<file path="config.mk">
export PLATFORM = sky130hd
export DESIGN_NAME = aogfe_encoder
export DESIGN_NICKNAME = d
export VERILOG_FILES = /design/src/hdl/aogfe_pkg.sv /design/src/hdl/aogfe_encoder.sv
export SDC_FILE = /design/constraint.sdc
export NUM_CORES = 1
export LEC_CHECK = 0
export CORE_ASPECT_RATIO = 0.9
export CORE_UTILIZATION = 40
export CTS_CLUSTER_SIZE = 12
export DETAILED_ROUTE_END_ITERATION = 10
export DONT_BUFFER_PORTS = 1
export GPL_TIMING_DRIVEN = 0
export PLACE_DENSITY_LB_ADDON = 0.2
export SYNTH_ARGS = -nofsm -noshare
export SYNTH_HDL_FRONTEND = slang
export SYNTH_SLANG_ARGS = --single-unit
</file>
<file path="constraint.sdc">
create_clock -name clk -period 10.6 [get_ports clk]
set_input_delay 1.59 -clock clk [delete_from_list [all_inputs] [get_ports clk]]
set_output_delay 1.59 -clock clk [all_outputs]
set_load 0.02 [all_outputs]
</file>
<file path="src/hdl/aogfe_pkg.sv">
// Package for the antenna offset / geometric accuracy field encoder.
// Assumes one 125 MHz clock and an APB register port with 32-bit data.
package aogfe_pkg;

  // Register byte offsets
  localparam logic [7:0] LAT_CFG_OFF   = 8'h00;
  localparam logic [7:0] LON_CFG_OFF   = 8'h04;
  localparam logic [7:0] FIELD_STS_OFF = 8'h08;

  // Lateral config fields
  localparam int LAT_DM_LSB    = 0;
  localparam int LAT_RIGHT_BIT = 8;
  localparam int LAT_VALID_BIT = 9;
  // Longitudinal config fields
  localparam int LON_DM_LSB    = 0;
  localparam int LON_COMP_BIT  = 10;
  localparam int LON_VALID_BIT = 11;
  // Status fields
  localparam int STS_LAT_LSB   = 0;
  localparam int STS_LON_LSB   = 3;
  localparam int STS_ACC_LSB   = 8;
  localparam int STS_CAS_BIT   = 10;

  // Offsets are given in decimetres; one coded step is 2 m = 20 dm
  localparam logic [10:0] STEP_DM     = 11'h014;
  localparam logic [10:0] HALF_DM     = 11'h00a;
  localparam logic [1:0]  LAT_MAG_MAX = 2'h3;
  localparam logic [2:0]  LAT_NODATA  = 3'h0;
  localparam logic [2:0]  LAT_ZERO    = 3'h4;
  localparam logic [4:0]  LON_NODATA  = 5'h00;
  localparam logic [4:0]  LON_COMP    = 5'h01;
  localparam logic [4:0]  LON_MIN     = 5'h02;
  localparam logic [4:0]  LON_MAX     = 5'h1f;

  // Accuracy thresholds in metres
  localparam logic [15:0] ACC_45_M  = 16'h002d;
  localparam logic [15:0] ACC_150_M = 16'h0096;
  localparam logic [1:0]  ACC_UNK   = 2'h0;
  localparam logic [1:0]  ACC_150   = 2'h1;
  localparam logic [1:0]  ACC_45    = 2'h2;

  localparam int ADV_W = 26;
  localparam int ALT_W = 16;

  typedef struct packed {
    logic       valid;
    logic       right;
    logic [7:0] dm;
  } aogfe_lat_s;

  typedef struct packed {
    logic       valid;
    logic       comp;
    logic [9:0] dm;
  } aogfe_lon_s;

  typedef struct packed {
    logic             alt_valid;
    logic [ALT_W-1:0] alt;
    logic             acc_valid;
    logic [15:0]      acc_m;
  } aogfe_geo_s;

  typedef struct packed {
    logic            installed;
    logic            operational;
    logic [ADV_W-1:0] adv;
  } aogfe_cas_s;

endpackage

</file>
<file path="src/hdl/aogfe_encoder.sv">
// Antenna offset, geometric accuracy, altitude and collision-avoidance field encoder.
// Assumes installation data written over APB and sensor inputs synchronous to clk.
//
// Notes on behaviour
// - Lateral field is direction bit (1 right) plus 2-bit 2/4/6 m magnitude.
// - Lateral distance beyond 6 m saturates the magnitude to the 6 m code.
// - Lateral code 000 for no data, 100 for true zero offset.
// - Offsets round to nearest step, plus or minus one metre around nominal.
// - Longitudinal 0 means no data, 1 means sensor already compensates offset.
// - Longitudinal codes 2..31 are aft offset in metres halved plus one.
// - Longitudinal offset beyond 60 m saturates to the all-ones code.
// - Accuracy code 0 unknown/>150 m, 1 <=150 m, 2 45 m, never 3.
// - Geometric altitude passes as ellipsoid height to both message types.
// - Collision-avoidance flag and advisory come from the reply source.
// - With no collision-avoidance system both flag and advisory are zero.
//
// Added by the designer: the APB interface to the registers and the register addresses.
`timescale 1ns/100ps
module aogfe_encoder (
  // Clock and reset
  input  wire logic                            clk,
  input  wire logic                            rst_n,
  // APB slave
  input  wire logic                            psel,
  input  wire logic                            penable,
  input  wire logic                            pwrite,
  input  wire logic [7:0]                      paddr,
  input  wire logic [31:0]                     pwdata,
  input  wire logic [3:0]                      pstrb,
  output logic      [31:0]                     prdata,
  output logic                                 pready,
  output logic                                 pslverr,
  // Sensor sources
  input  wire aogfe_pkg::aogfe_geo_s           geo_src,
  input  wire aogfe_pkg::aogfe_cas_s           cas_src,
  // Encoded fields to the message assembler
  output logic      [2:0]                      lat_field,
  output logic      [4:0]                      lon_field,
  output logic      [1:0]                      geometric_accuracy_code,
  output logic      [aogfe_pkg::ALT_W-1:0]     height_above_ellipsoid_air,
  output logic      [aogfe_pkg::ALT_W-1:0]     height_above_ellipsoid_surf,
  output logic                                 height_above_ellipsoid_valid,
  output logic                                 cas_operational,
  output logic      [aogfe_pkg::ADV_W-1:0]     resolution_advisory
);

  function automatic logic [2:0] enc_lat(aogfe_pkg::aogfe_lat_s c);
    logic [10:0] q;
    q = (11'({3'h0, c.dm}) + aogfe_pkg::HALF_DM) / aogfe_pkg::STEP_DM;
    if (!c.valid) begin
      enc_lat = aogfe_pkg::LAT_NODATA;
    end else if (q == 11'h000) begin
      enc_lat = aogfe_pkg::LAT_ZERO;
    end else if (q > 11'({9'h0, aogfe_pkg::LAT_MAG_MAX})) begin
      enc_lat = {c.right, aogfe_pkg::LAT_MAG_MAX};
    end else begin
      enc_lat = {c.right, q[1:0]};
    end
  endfunction

  function automatic logic [4:0] enc_lon(aogfe_pkg::aogfe_lon_s c);
    logic [10:0] q;
    q = (11'({1'h0, c.dm}) + aogfe_pkg::HALF_DM) / aogfe_pkg::STEP_DM;
    if (!c.valid) begin
      enc_lon = aogfe_pkg::LON_NODATA;
    end else if (c.comp) begin
      enc_lon = aogfe_pkg::LON_COMP;
    end else if (q >= 11'h01e) begin
      enc_lon = aogfe_pkg::LON_MAX;
    end else if (q == 11'h000) begin
      // Below one metre the formula would collide with the compensated code
      enc_lon = aogfe_pkg::LON_MIN;
    end else begin
      enc_lon = q[4:0] + 5'h01;
    end
  endfunction

  function automatic logic [1:0] enc_acc(aogfe_pkg::aogfe_geo_s g);
    if (!g.acc_valid) begin
      enc_acc = aogfe_pkg::ACC_UNK;
    end else if (g.acc_m <= aogfe_pkg::ACC_45_M) begin
      enc_acc = aogfe_pkg::ACC_45;
    end else if (g.acc_m <= aogfe_pkg::ACC_150_M) begin
      enc_acc = aogfe_pkg::ACC_150;
    end else begin
      enc_acc = aogfe_pkg::ACC_UNK;
    end
  endfunction

  function automatic logic [31:0] merge(logic [31:0] old, logic [31:0] wd, logic [3:0] be);
    for (int i = 0; i < 4; i++) begin
      merge[i*8 +: 8] = be[i] ? wd[i*8 +: 8] : old[i*8 +: 8];
    end
  endfunction

  // Register bus state
  aogfe_pkg::aogfe_lat_s lat_cfg_q, lat_cfg_d;
  aogfe_pkg::aogfe_lon_s lon_cfg_q, lon_cfg_d;
  logic [31:0]           prdata_q, prdata_d;
  logic                  pready_q, pready_d;
  logic                  pslverr_q, pslverr_d;
  logic                  setup;
  logic                  wr_take;
  logic                  mapped;
  logic [31:0]           lat_word;
  logic [31:0]           lon_word;

  // Encoded field state
  logic [2:0]                  lat_q, lat_d;
  logic [4:0]                  lon_q, lon_d;
  logic [1:0]                  acc_q, acc_d;
  logic [aogfe_pkg::ALT_W-1:0] ellh_q, ellh_d;
  logic                        ellhv_q, ellhv_d;
  logic                        casop_q, casop_d;
  logic [aogfe_pkg::ADV_W-1:0] adv_q, adv_d;

  assign setup    = psel && !penable;
  assign wr_take  = psel && penable && pready_q && pwrite;
  assign mapped   = (paddr == aogfe_pkg::LAT_CFG_OFF) || (paddr == aogfe_pkg::LON_CFG_OFF) ||
                    (paddr == aogfe_pkg::FIELD_STS_OFF);
  assign lat_word = {22'h0, lat_cfg_q.valid, lat_cfg_q.right, lat_cfg_q.dm};
  assign lon_word = {20'h0, lon_cfg_q.valid, lon_cfg_q.comp, lon_cfg_q.dm};

  // Zero-wait slave: ready and read data are prepared in the setup cycle
  always_comb begin
    logic [31:0] m;
    m         = 32'h0;
    lat_cfg_d = lat_cfg_q;
    lon_cfg_d = lon_cfg_q;
    pready_d  = setup;
    pslverr_d = setup && (!mapped || (pwrite && paddr == aogfe_pkg::FIELD_STS_OFF));
    prdata_d  = prdata_q;
    if (setup) begin
      case (paddr)
        aogfe_pkg::LAT_CFG_OFF:   prdata_d = lat_word;
        aogfe_pkg::LON_CFG_OFF:   prdata_d = lon_word;
        aogfe_pkg::FIELD_STS_OFF: prdata_d = {21'h0, casop_q, acc_q, lon_q, lat_q};
        default:                  prdata_d = 32'h0;
      endcase
    end
    if (wr_take && paddr == aogfe_pkg::LAT_CFG_OFF) begin
      m         = merge(lat_word, pwdata, pstrb);
      lat_cfg_d = {m[aogfe_pkg::LAT_VALID_BIT], m[aogfe_pkg::LAT_RIGHT_BIT],
                   m[aogfe_pkg::LAT_DM_LSB +: 8]};
    end
    if (wr_take && paddr == aogfe_pkg::LON_CFG_OFF) begin
      m         = merge(lon_word, pwdata, pstrb);
      lon_cfg_d = {m[aogfe_pkg::LON_VALID_BIT], m[aogfe_pkg::LON_COMP_BIT],
                   m[aogfe_pkg::LON_DM_LSB +: 10]};
    end
  end

  always_ff @(posedge clk or negedge rst_n) begin
    if (!rst_n) begin
      lat_cfg_q <= '0;
      lon_cfg_q <= '0;
      prdata_q  <= 32'h0;
      pready_q  <= 1'b0;
      pslverr_q <= 1'b0;
    end else begin
      lat_cfg_q <= lat_cfg_d;
      lon_cfg_q <= lon_cfg_d;
      prdata_q  <= prdata_d;
      pready_q  <= pready_d;
      pslverr_q <= pslverr_d;
    end
  end

  // Field encoding
  always_comb begin
    lat_d   = enc_lat(lat_cfg_q);
    lon_d   = enc_lon(lon_cfg_q);
    acc_d   = enc_acc(geo_src);
    ellh_d  = geo_src.alt_valid ? geo_src.alt : '0;
    ellhv_d = geo_src.alt_valid;
    // Same source as the interrogation replies, so the two never disagree
    casop_d = cas_src.installed ? cas_src.operational : 1'b0;
    adv_d   = cas_src.installed ? cas_src.adv : '0;
  end

  always_ff @(posedge clk or negedge rst_n) begin
    if (!rst_n) begin
      lat_q   <= aogfe_pkg::LAT_NODATA;
      lon_q   <= aogfe_pkg::LON_NODATA;
      acc_q   <= aogfe_pkg::ACC_UNK;
      ellh_q  <= '0;
      ellhv_q <= 1'b0;
      casop_q <= 1'b0;
      adv_q   <= '0;
    end else begin
      lat_q   <= lat_d;
      lon_q   <= lon_d;
      acc_q   <= acc_d;
      ellh_q  <= ellh_d;
      ellhv_q <= ellhv_d;
      casop_q <= casop_d;
      adv_q   <= adv_d;
    end
  end

  assign prdata                  = prdata_q;
  assign pready                  = pready_q;
  assign pslverr                 = pslverr_q;
  assign lat_field               = lat_q;
  assign lon_field               = lon_q;
  assign geometric_accuracy_code      = acc_q;
  assign height_above_ellipsoid_air   = ellh_q;
  assign height_above_ellipsoid_surf  = ellh_q;
  assign height_above_ellipsoid_valid = ellhv_q;
  assign cas_operational              = casop_q;
  assign resolution_advisory          = adv_q;
endmodule // aogfe_encoder

</file>
==> results of run 1 <==
## cell usage after synthesis, types with 4 or more instances
| cell | instances | area share, % |
|---|---|---|
| dfrtp_1 | 90 | 36 |
| nand2_1 | 58 | 3.5 |
| and2_1 | 45 | 4.5 |
| buf_4 | 41 | 4.9 |
| o21ai_0 | 33 | 2.6 |
| a21oi_1 | 30 | 2.4 |
| nor2_1 | 27 | 1.6 |
| mux2_2 | 20 | 3.6 |
| mux2i_1 | 17 | 2.7 |
| xnor2_1 | 17 | 2.4 |
| clkbuf_1 | 16 | 0.96 |
| nor3_1 | 15 | 1.2 |
| inv_1 | 14 | 0.84 |
| a22o_1 | 11 | 1.5 |
| a31oi_1 | 11 | 1.1 |
| o31ai_1 | 11 | 1.3 |
| nand3_1 | 10 | 0.80 |
| a21o_1 | 9 | 1.1 |
| nand2b_1 | 8 | 0.80 |
| nor4_1 | 8 | 0.80 |
| o21ai_1 | 8 | 0.64 |
| a211oi_1 | 7 | 0.84 |
| and3_1 | 7 | 0.70 |
| ha_1 | 7 | 1.4 |
| nor3b_1 | 7 | 0.84 |
| buf_2 | 6 | 0.48 |
| nor2b_1 | 6 | 0.60 |
| or3_1 | 5 | 0.50 |
| xor2_1 | 5 | 0.70 |
| a211o_1 | 4 | 0.56 |
| nand4_1 | 4 | 0.40 |
| o211ai_1 | 4 | 0.48 |
| o221ai_1 | 4 | 0.56 |
## stage by stage
step / cells / hold WS, ns / setup WS, ns
2_1_floorplan: 677 / 0.5015 / 4.828
3_3_place_gp: 879 / 0.5480 / 4.202
3_5_place_dp: 880 / 0.5423 / 4.130
4_1_cts: 896 / 0.5556 / 4.090
5_1_grt: 896 / 0.5771 / 3.613
6_report: 896 / 0.5505 / 4.014
## state kept, by name, indices dropped and copies added (netlist names)
| name | count |
|---|---|
| geometric_accuracy_code | 2 |
| resolution_advisory | 26 |
| height_above_ellipsoid_valid | 1 |
| lon_field | 5 |
| lat_cfg_q | 10 |
| pready | 1 |
| lat_field | 3 |
| prdata | 12 |
| lon_cfg_q | 12 |
| cas_operational | 1 |
| pslverr | 1 |
| height_above_ellipsoid_air | 16 |
## worst min-delay path by stage
stage,from,end,slack (ns)
floorplan,lat_cfg_q[8]$_DFFE_PN0P_,lat_field[2]$_DFF_PN0_,0.50
global route,lat_cfg_q[8]$_DFFE_PN0P_,lat_field[2]$_DFF_PN0_,0.58
global placement,lat_cfg_q[8]$_DFFE_PN0P_,lat_cfg_q[8]$_DFFE_PN0P_,0.55
CTS,lat_cfg_q[8]$_DFFE_PN0P_,lat_field[2]$_DFF_PN0_,0.56
finish,lat_cfg_q[8]$_DFFE_PN0P_,lat_cfg_q[8]$_DFFE_PN0P_,0.55
detailed placement,lat_cfg_q[8]$_DFFE_PN0P_,lat_field[2]$_DFF_PN0_,0.54
## metal layers
layer  part of all wire (%)  vias up
met3                    8.2       23
met5                      0        -
met1                     45     2445
met4                    1.7        0
li1                       -     2432
met2                     45      253
## where the power goes
part	switching (uW)	internal [uW]
clock network	129	183
registers	20.0	354
logic	29.1	21.7
## logic make-up (layout without fill, tap and decap cells)
group | count (synthesis) | count (layout) | share of synthesized area, %
XOR/XNOR | 27 | 27 | 4.727
AO/OA/AOI/OAI | 191 | 191 | 23.75
multiplexers | 38 | 38 | 6.522
AND/OR/NAND/NOR | 223 | 223 | 19.88
adder cells (fa/ha/maj) | 8 | 8 | 1.556
buffers and inverters | 80 | 97 | 7.599
other | 1 | 20 | 0.05978
flip-flops | 90 | 90 | 35.90
## critical path, cell delays in order, from the launching register on
cell and delay [ns]:
dfrtp_1 0.53, ha_1 0.31, buf_4 0.19, nand4b_1 0.21, a211o_1 0.36, a32o_4 0.39, xnor2_4 0.19, a2111oi_2 0.50
nor3_2 0.12, o31ai_4 0.32, mux2i_1 0.24, o32a_1 0.42, o221ai_1 0.42, o21ai_1 0.14, a2111oi_2 0.48, nor4_2 0.15
ha_1 0.22, a211oi_2 0.24, o21ai_1 0.14, or3_1 0.34, or4_1 0.40, and3_1 0.17
## cell type report
type	count	area (um2)
Fill cell	1474	8487
Multi-Input combinational cell	507	3622
Sequential cell	90	2252
Buffer	66	424.2
Tap cell	202	252.7
Clock buffer	12	236.5
Clock inverter	4	52.55
Inverter	14	52.55
Timing Repair Buffer	1	7.507
==> metrics, run 1 <==
clock sinks 90; Reg2Reg Setup Slack 4.01 ns; Layout Skew 0.006810 ns; Buffers on Ports 0; pwr dens 106.7 nW/um2; CTS Buffer Depth 2; largest net degree at the start of global routing 91; core area between 15000 and 20000 um2; Via Count 5153; Post-Synthesis Cells 658; Slew Limit Fails 0; vias in the first global route 5044; Cell variety after synth just under 100; FF-to-FF End lon_field[3]$_DFF_PN0_; CP startpoint lon_cfg_q[1]$_DFFE_PN0P_; # DRC 0; max_cap viols 0; Initial Utilization between 40% and 50%; initial antenna violation count 0; Num CTS Buffers 9; Final Hold Fails 0; Crit. End Element flop; most frequent cells in the layout 90 x dfrtp_1, 58 x nand2_1, 45 x and2_1, 42 x buf_4, 33 x o21ai_0; CP endpoint lon_field[3]$_DFF_PN0_; final instance area 6900 um2; yosys warns 0; global-route wire length before repair 26700 um; gpl congestion 0.9119; RSZ-0062 raised after global routing no; WL/cell 18.48 um; # nets final 807; Routed Antenna Nets 0; CTS tree yes; # diodes 0; Die X roughly 130 um; vias per inst 5.751; synthesized flop and latch total 90; global routing's busiest layer met2; share of cells above drive strength 1 between 10% and 20%; Die Y-Extent 120.8 um; grt ovf 0; kind of critical path reg -> reg; Synth Flop Type dfrtp_1; clock slew at reported path FFs approximately 0.060 ns; H-Tree Depth 3; CP Data Arrival Time around 7 ns; router iterations before antenna repair 5; GRT Total Usage 21.16%; Final Setup Violations 0; full die area 16190 um2; IO Pins around 220; relative max-transition margin 23.88%; Worst EP required 10.83 ns; CTS Hold Bufs 0; status completed; dpl hpwl 12970 um; M1 GR Usage about 28%; r2r worst-path depth 21; average size of a mapped cell 9.534 um2; GRT met3 Usage 5.577%; Highest Clock Rate approximately 0.15 GHz; final wirelength about 17000 um; commonest non-fill, non-tap cell in the layout dfrtp_1; Hold Crit Depth 1; cts repair resizes 0; Worst Max-Slew Pin Slew approximately 1.1 ns; Post-Syn Area 6274 um2; postcts setup bufs 0; utilization after layout about 45%; Seq/Total Area, Yosys 35.90%; critical path launch point type flop; CP Max Fanout 10; leakage 0.002964 uW; Initial DRC Count 343; worst hold path class reg -> reg; grt met2 use 34.46%; # rows 43; Crit Reg-Reg Startpoint lon_cfg_q[1]$_DFFE_PN0P_; placed instance area 6611 um2; fin crit share 62.13%; Worst-Skew Late Latency 0.34 ns; async set-reset flop share out of synthesis 100.0%; Layout Area Growth over Synthesis 9.992%; Fin Setup TNS 0 ns; Final Power 736.6 uW; number of synthesized flops with an enable pin 0; maximum vdd drop 0.08823 mV; CTS root buffer clkbuf_16; clock period minus worst slack 6.586 ns
Power figures use the tool's default switching activity.
==> run 2, diff against run 1 <==
Clock period 10.6 ns to 5.42 ns, I/O delays scaled along.
==> metrics, run 2 (synthesized netlist as in run 1, its figures left out) <==
clock slew at reported path FFs around 0.07 ns; CP startpoint lon_cfg_q[1]$_DFFE_PN0P_; Critical Path Max Stage Delay 0.49 ns; Layout Skew 0.004934 ns; maximum vdd drop approximately 0.21 mV; # DRC 0; CTS root buffer clkbuf_16; r2r worst-path depth 23; Worst-Skew Late Latency ~0.34 ns; full die area approximately 16000 um2; final instance area 7820 um2; final setup margin -0.3609 ns; Worst Max-Slew Pin Slew ~1.1 ns; Slew Limit Fails 0; Die Y-Extent 120.8 um; violated checks setup timing; share of cells above drive strength 1 32.48%; relative max-transition margin between 20% and 30%; vias per inst 5.773; grt ovf 0; CTS Hold Bufs 0; CP endpoint lon_field[3]$_DFF_PN0_; Initial Utilization 40.77%; WL/cell roughly 19 um; FF-to-FF End lon_field[3]$_DFF_PN0_; Reg2Reg Setup Slack -0.36 ns; Initial DRC Count 310; # diodes 0; Num CTS Buffers 9; largest net degree at the start of global routing 91; slowest stage cell, crit path dfrtp_2; Buffers on Ports 0; RSZ-0062 raised after global routing yes; Crit. End Element flop; commonest non-fill, non-tap cell in the layout dfrtp_1; kind of critical path reg -> reg; Final Hold Fails 0; Layout Area Growth over Synthesis 24.65%; status finished with violations; placed instance area 6655 um2; Highest Clock Rate approximately 0.17 GHz; CP Data Arrival Time 6.02 ns; gpl congestion 0.8639; IO Pins 215; placed cells 880; non-filler instance count after layout 944; Die X 134.0 um; # nets final about 860; fin crit share 106.7%; initial antenna violation count 0; CTS Buffer Depth 2; most frequent cells in the layout 88 x dfrtp_1, 84 x buf_4, 56 x nand2_1, 44 x and2_1, 32 x o21ai_0; CP Cell Sequence ha_4 -> or2_4 -> o311a_4 -> a32o_4 -> xnor2_4 -> a2111oi_4 -> nor3_2 -> o31ai_4 -> buf_6 -> mux2i_4 -> o31ai_1 -> a22o_1 -> a21o_4 -> buf_4 -> mux2i_1 -> nand4_1 -> nor4_4 -> ha_2 -> a211oi_4 -> o21ai_2 -> or3_1 -> or4_1 -> and3_1; clock period minus worst slack 5.781 ns; CP Max Fanout 6; clock sinks 90; GRT Total Usage 22.75%; pwr dens 191.4 nW/um2; Crit Reg-Reg Startpoint lon_cfg_q[1]$_DFFE_PN0P_; CTS tree yes; router iterations before antenna repair 5; max_cap viols 0; # rows 43; leakage between 0.003 and 0.004 uW; Via Count 5450; worst hold path class in -> async; Routed Antenna Nets 0; max reg flops 26; vias in the first global route 5354; global-route wire length before repair around 29000 um; dpl hpwl approximately 13000 um; core area 15390 um2; H-Tree Depth 3; Final Setup Violations 5; Worst EP required 5.66 ns; critical path launch point type flop; final wirelength between 15000 and 20000 um
[run 2: layout make-up]
type                    instances  area [um2]
repair buffers                 50       406.6
inverters                      14       52.55
well taps                     202       252.7
clock inverters                 7       92.59
flip-flops and latches         90        2255
clock buffers                   9       225.2
plain buffers                  65       440.4
multi-input cells             507        4095
fillers                      1415        7567
[run 2: repair_timing]
action / 4_1_cts / 5_1_grt
pin swaps: 25 / 34
resized for setup: 32 / 58
hold endpoints to repair: 0 / 0
setup buffers: 28 / 22
setup endpoints to repair: 5 / 5
[run 2: worst min path at each step]
stage,start,to,slack [ns],cells past startpoint
after floorplan,lat_cfg_q[8]$_DFFE_PN0P_,lat_field[2]$_DFF_PN0_,0.50,1
after global placement,rst_n,lat_field[1]$_DFF_PN0_,0.52,0
after detailed placement,rst_n,lat_field[2]$_DFF_PN0_,0.52,0
after CTS,rst_n,height_above_ellipsoid_air[9]$_DFF_PN0_,0.14,0
after global routing,rst_n,lon_field[3]$_DFF_PN0_,0.14,0
final,rst_n,height_above_ellipsoid_air[2]$_DFF_PN0_,0.16,0
[run 2: stage by stage]
stage | utilization [%] | setup WS [ns] | TNS (ns) | hold WS (ns) | power [uW]
4_1_cts | 48.00 | -0.3588 | -0.5670 | 0.1423 | 1507
2_1_floorplan | - | 0.03033 | 0 | 0.5015 | 825.0
3_3_place_gp | 43.16 | -0.7694 | -1.653 | 0.5189 | 844.0
6_report | 50.82 | -0.3609 | -0.9829 | 0.1597 | 1497
3_5_place_dp | 43.25 | -0.8162 | -2.254 | 0.5189 | 845.2
5_1_grt | 50.82 | -0.5606 | -2.029 | 0.1417 | 1556
[run 2: where the power goes]
| group | internal, uW | switching, uW |
|---|---|---|
| clock network | 370 | 277 |
| logic | 53.3 | 63.9 |
| registers | 692 | 41.1 |
[run 2: metal layers]
layer	wire, um	global-route usage (%)	vias to the layer above
met5	0	0	-
met4	294	6.812	0
met3	1356	6.122	25
met2	8482	36.43	223
met1	8055	29.98	2668
li1	-	-	2534
[run 2: critical path, delay by kind of cell (launching register included)]
family                   cells  cell delay, ns
XOR/XNOR                     1            0.21
multiplexers                 2            0.43
flip-flops                   1            0.49
AND/OR/NAND/NOR              7            1.54
adder cells (fa/ha/maj)      2            0.41
AO/OA/AOI/OAI                9            2.29
buffers and inverters        2            0.29
==> run 3, diff against run 2 <==
Settings changed: CORE_UTILIZATION 40 to 50.
==> metrics, run 3 (synthesized netlist as in run 1, its figures left out) <==
status finished with violations; violated checks setup timing; pwr dens 187.1 nW/um2; # nets final 860; Crit path max-delay family compound AO/OA/AOI/OAI gates; Power Internal 1069 uW; Reg power frac 50.0%; Buffers on Ports 0; share of cells above drive strength 1 between 30% and 40%; sw frac 26.88%; # DRC 0; Highest Clock Rate approximately 0.17 GHz; clock period minus worst slack between 5 and 6 ns; dpl hpwl approximately 12000 um; max_cap viols 0; most frequent cells in the layout 88 x buf_4, 88 x dfrtp_1, 57 x nand2_1, 45 x and2_1, 32 x o21ai_0; CP Data Arrival Time 5.99 ns; Die Y-Extent 108.3 um; clock sinks 90; router iterations before antenna repair 5; clock slew at reported path FFs 0.07 ns; final wirelength 17610 um; utilization after layout ~64%; Final Setup Violations 4; Critical Path Max Stage Delay ~0.46 ns; fin crit share 106.1%; Worst-Skew Late Latency about 0.35 ns; RSZ-0062 raised after global routing yes; slowest stage cell, crit path dfrtp_2; Worst Max-Slew Pin Slew 1.198 ns; Via Count 5518; Initial DRC Count around 420; H-Tree Depth 3; CP Max Fanout 6; worst hold path class in -> async; Layout Skew around 0.007 ns; vias in the first global route 5012; max reg flops 26; # diodes 0; CP startpoint lon_cfg_q[1]$_DFFE_PN0P_; kind of critical path reg -> reg; Crit Reg-Reg Startpoint lon_cfg_q[1]$_DFFE_PN0P_; GRT Total Usage a little over a quarter; Routed Antenna Nets 0; area of the multi-input gates 4094 um2; initial antenna violation count 0; combinational share of power 7.4%; maximum vdd drop ~0.16 mV; CTS tree yes; Worst EP required 5.66 ns; CP bufs+invs 4; CTS Buffer Depth 2; Num CTS Buffers 9; vias per inst about 6; Crit. End Element flop; Initial Utilization 51.74%; clock network fraction of total power about 43%; # rows 38; switching power approximately 390 uW; Die X approximately 120 um; critical path launch point type flop; Sequential Area between 2000 and 2500 um2; core area ~12000 um2; CP most frequent cell o21ai_2; final setup margin -0.3312 ns; WL/cell slightly below 20 um; Fin Setup TNS -0.6167 ns; full die area between 10000 and 15000 um2; Layout Area Growth over Synthesis 24.51%; CTS Hold Bufs 0; non-filler instance count after layout 907; gpl congestion 0.8745; worst hold slack 0.1515 ns; relative max-transition margin 19.57%; Final Hold Fails 0; CTS root buffer clkbuf_16; Slew Limit Fails 0; CP Cell Sequence ha_4 -> or2_4 -> o311a_4 -> a32o_4 -> buf_4 -> buf_12 -> mux2i_4 -> buf_4 -> nor4_1 -> nand3b_1 -> o21ai_2 -> xnor2_2 -> inv_1 -> o221ai_4 -> o21ai_2 -> a2111oi_4 -> nor4_4 -> ha_2 -> a211oi_4 -> o21ai_2 -> or3_1 -> or4_1 -> and3_1; placed cells 838; IO Pins 215; largest net degree at the start of global routing 91; global-route wire length before repair 26500 um; grt ovf 0; Filler cells between 900 and 1000; leakage between 0.003 and 0.004 uW
-- run 3: changes by cell type in the layout (fill, tap and decap cells not counted), sizes merged --
cell,change
clkbuf,-1
clkinv,+1
buf,+6
bufinv,-1
-- run 3: power by group through the flow --
| stage | combinational [uW] | sequential [uW] | clock [uW] |
|---|---|---|---|
| floorplan | 86.6 | 738 | 0 |
| CTS | 105 | 731 | 639 |
| global placement | 96.0 | 743 | 0 |
| global route | 117 | 732 | 663 |
| detailed placement | 98.0 | 744 | 0 |
| finish | 109 | 731 | 622 |
-- run 3: routing by layer --
metal / share of wire, % / track usage (%)
met5: 0 / 0
met4: 2.6 / 8.839
met3: 7.8 / 6.435
met2: 49 / 44.46
met1: 41 / 32.79
-- run 3: layout make-up --
class                      instances  share of cell area, %
multi-input combinational        507                  52.41
sequential                        90                  28.86
timing repair buffer              55                  6.007
buffer                            65                  5.590
clock buffer                       9                  2.883
tap                              160                  2.563
clock inverter                     7                  1.009
inverter                          14                 0.6728
-- run 3: repair_timing --
action                                 in CTS  in global routing
endpoints found under the hold margin       0                  0
pin swaps                                  26                 40
resized for setup                          37                 44
setup buffers                              28                 26
setup endpoints to repair                   5                  5
-- run 3: worst paths after layout --
| check | to | slack (ns) | depth (start not counted) |
|---|---|---|---|
| min in group clk | height_above_ellipsoid_valid$_DFF_PN0_ | 0.49 | 0 |
| worst max-delay path | lon_field[3]$_DFF_PN0_ | -0.33 | 23 |
| worst min register to register | lat_cfg_q[0]$_DFFE_PN0P_ | 0.55 | 1 |
| worst max register to register | lon_field[3]$_DFF_PN0_ | -0.33 | 23 |
| worst min-delay path | lat_field[0]$_DFF_PN0_ | 0.15 | 0 |
| max in group asynchronous | height_above_ellipsoid_air[2]$_DFF_PN0_ | 5.13 | 0 |
-- run 3: through the flow --
stage / instance area (um2) / total power, uW / setup slack (ns)
final: 7811 / 1462 / -0.3312
after detailed placement: 6603 / 842.1 / -0.7481
after CTS: 7341 / 1474 / -0.3540
after floorplan: 6389 / 825.0 / 0.03033
after global routing: 7811 / 1513 / -0.5188
after global placement: 6589 / 839.5 / -0.7208
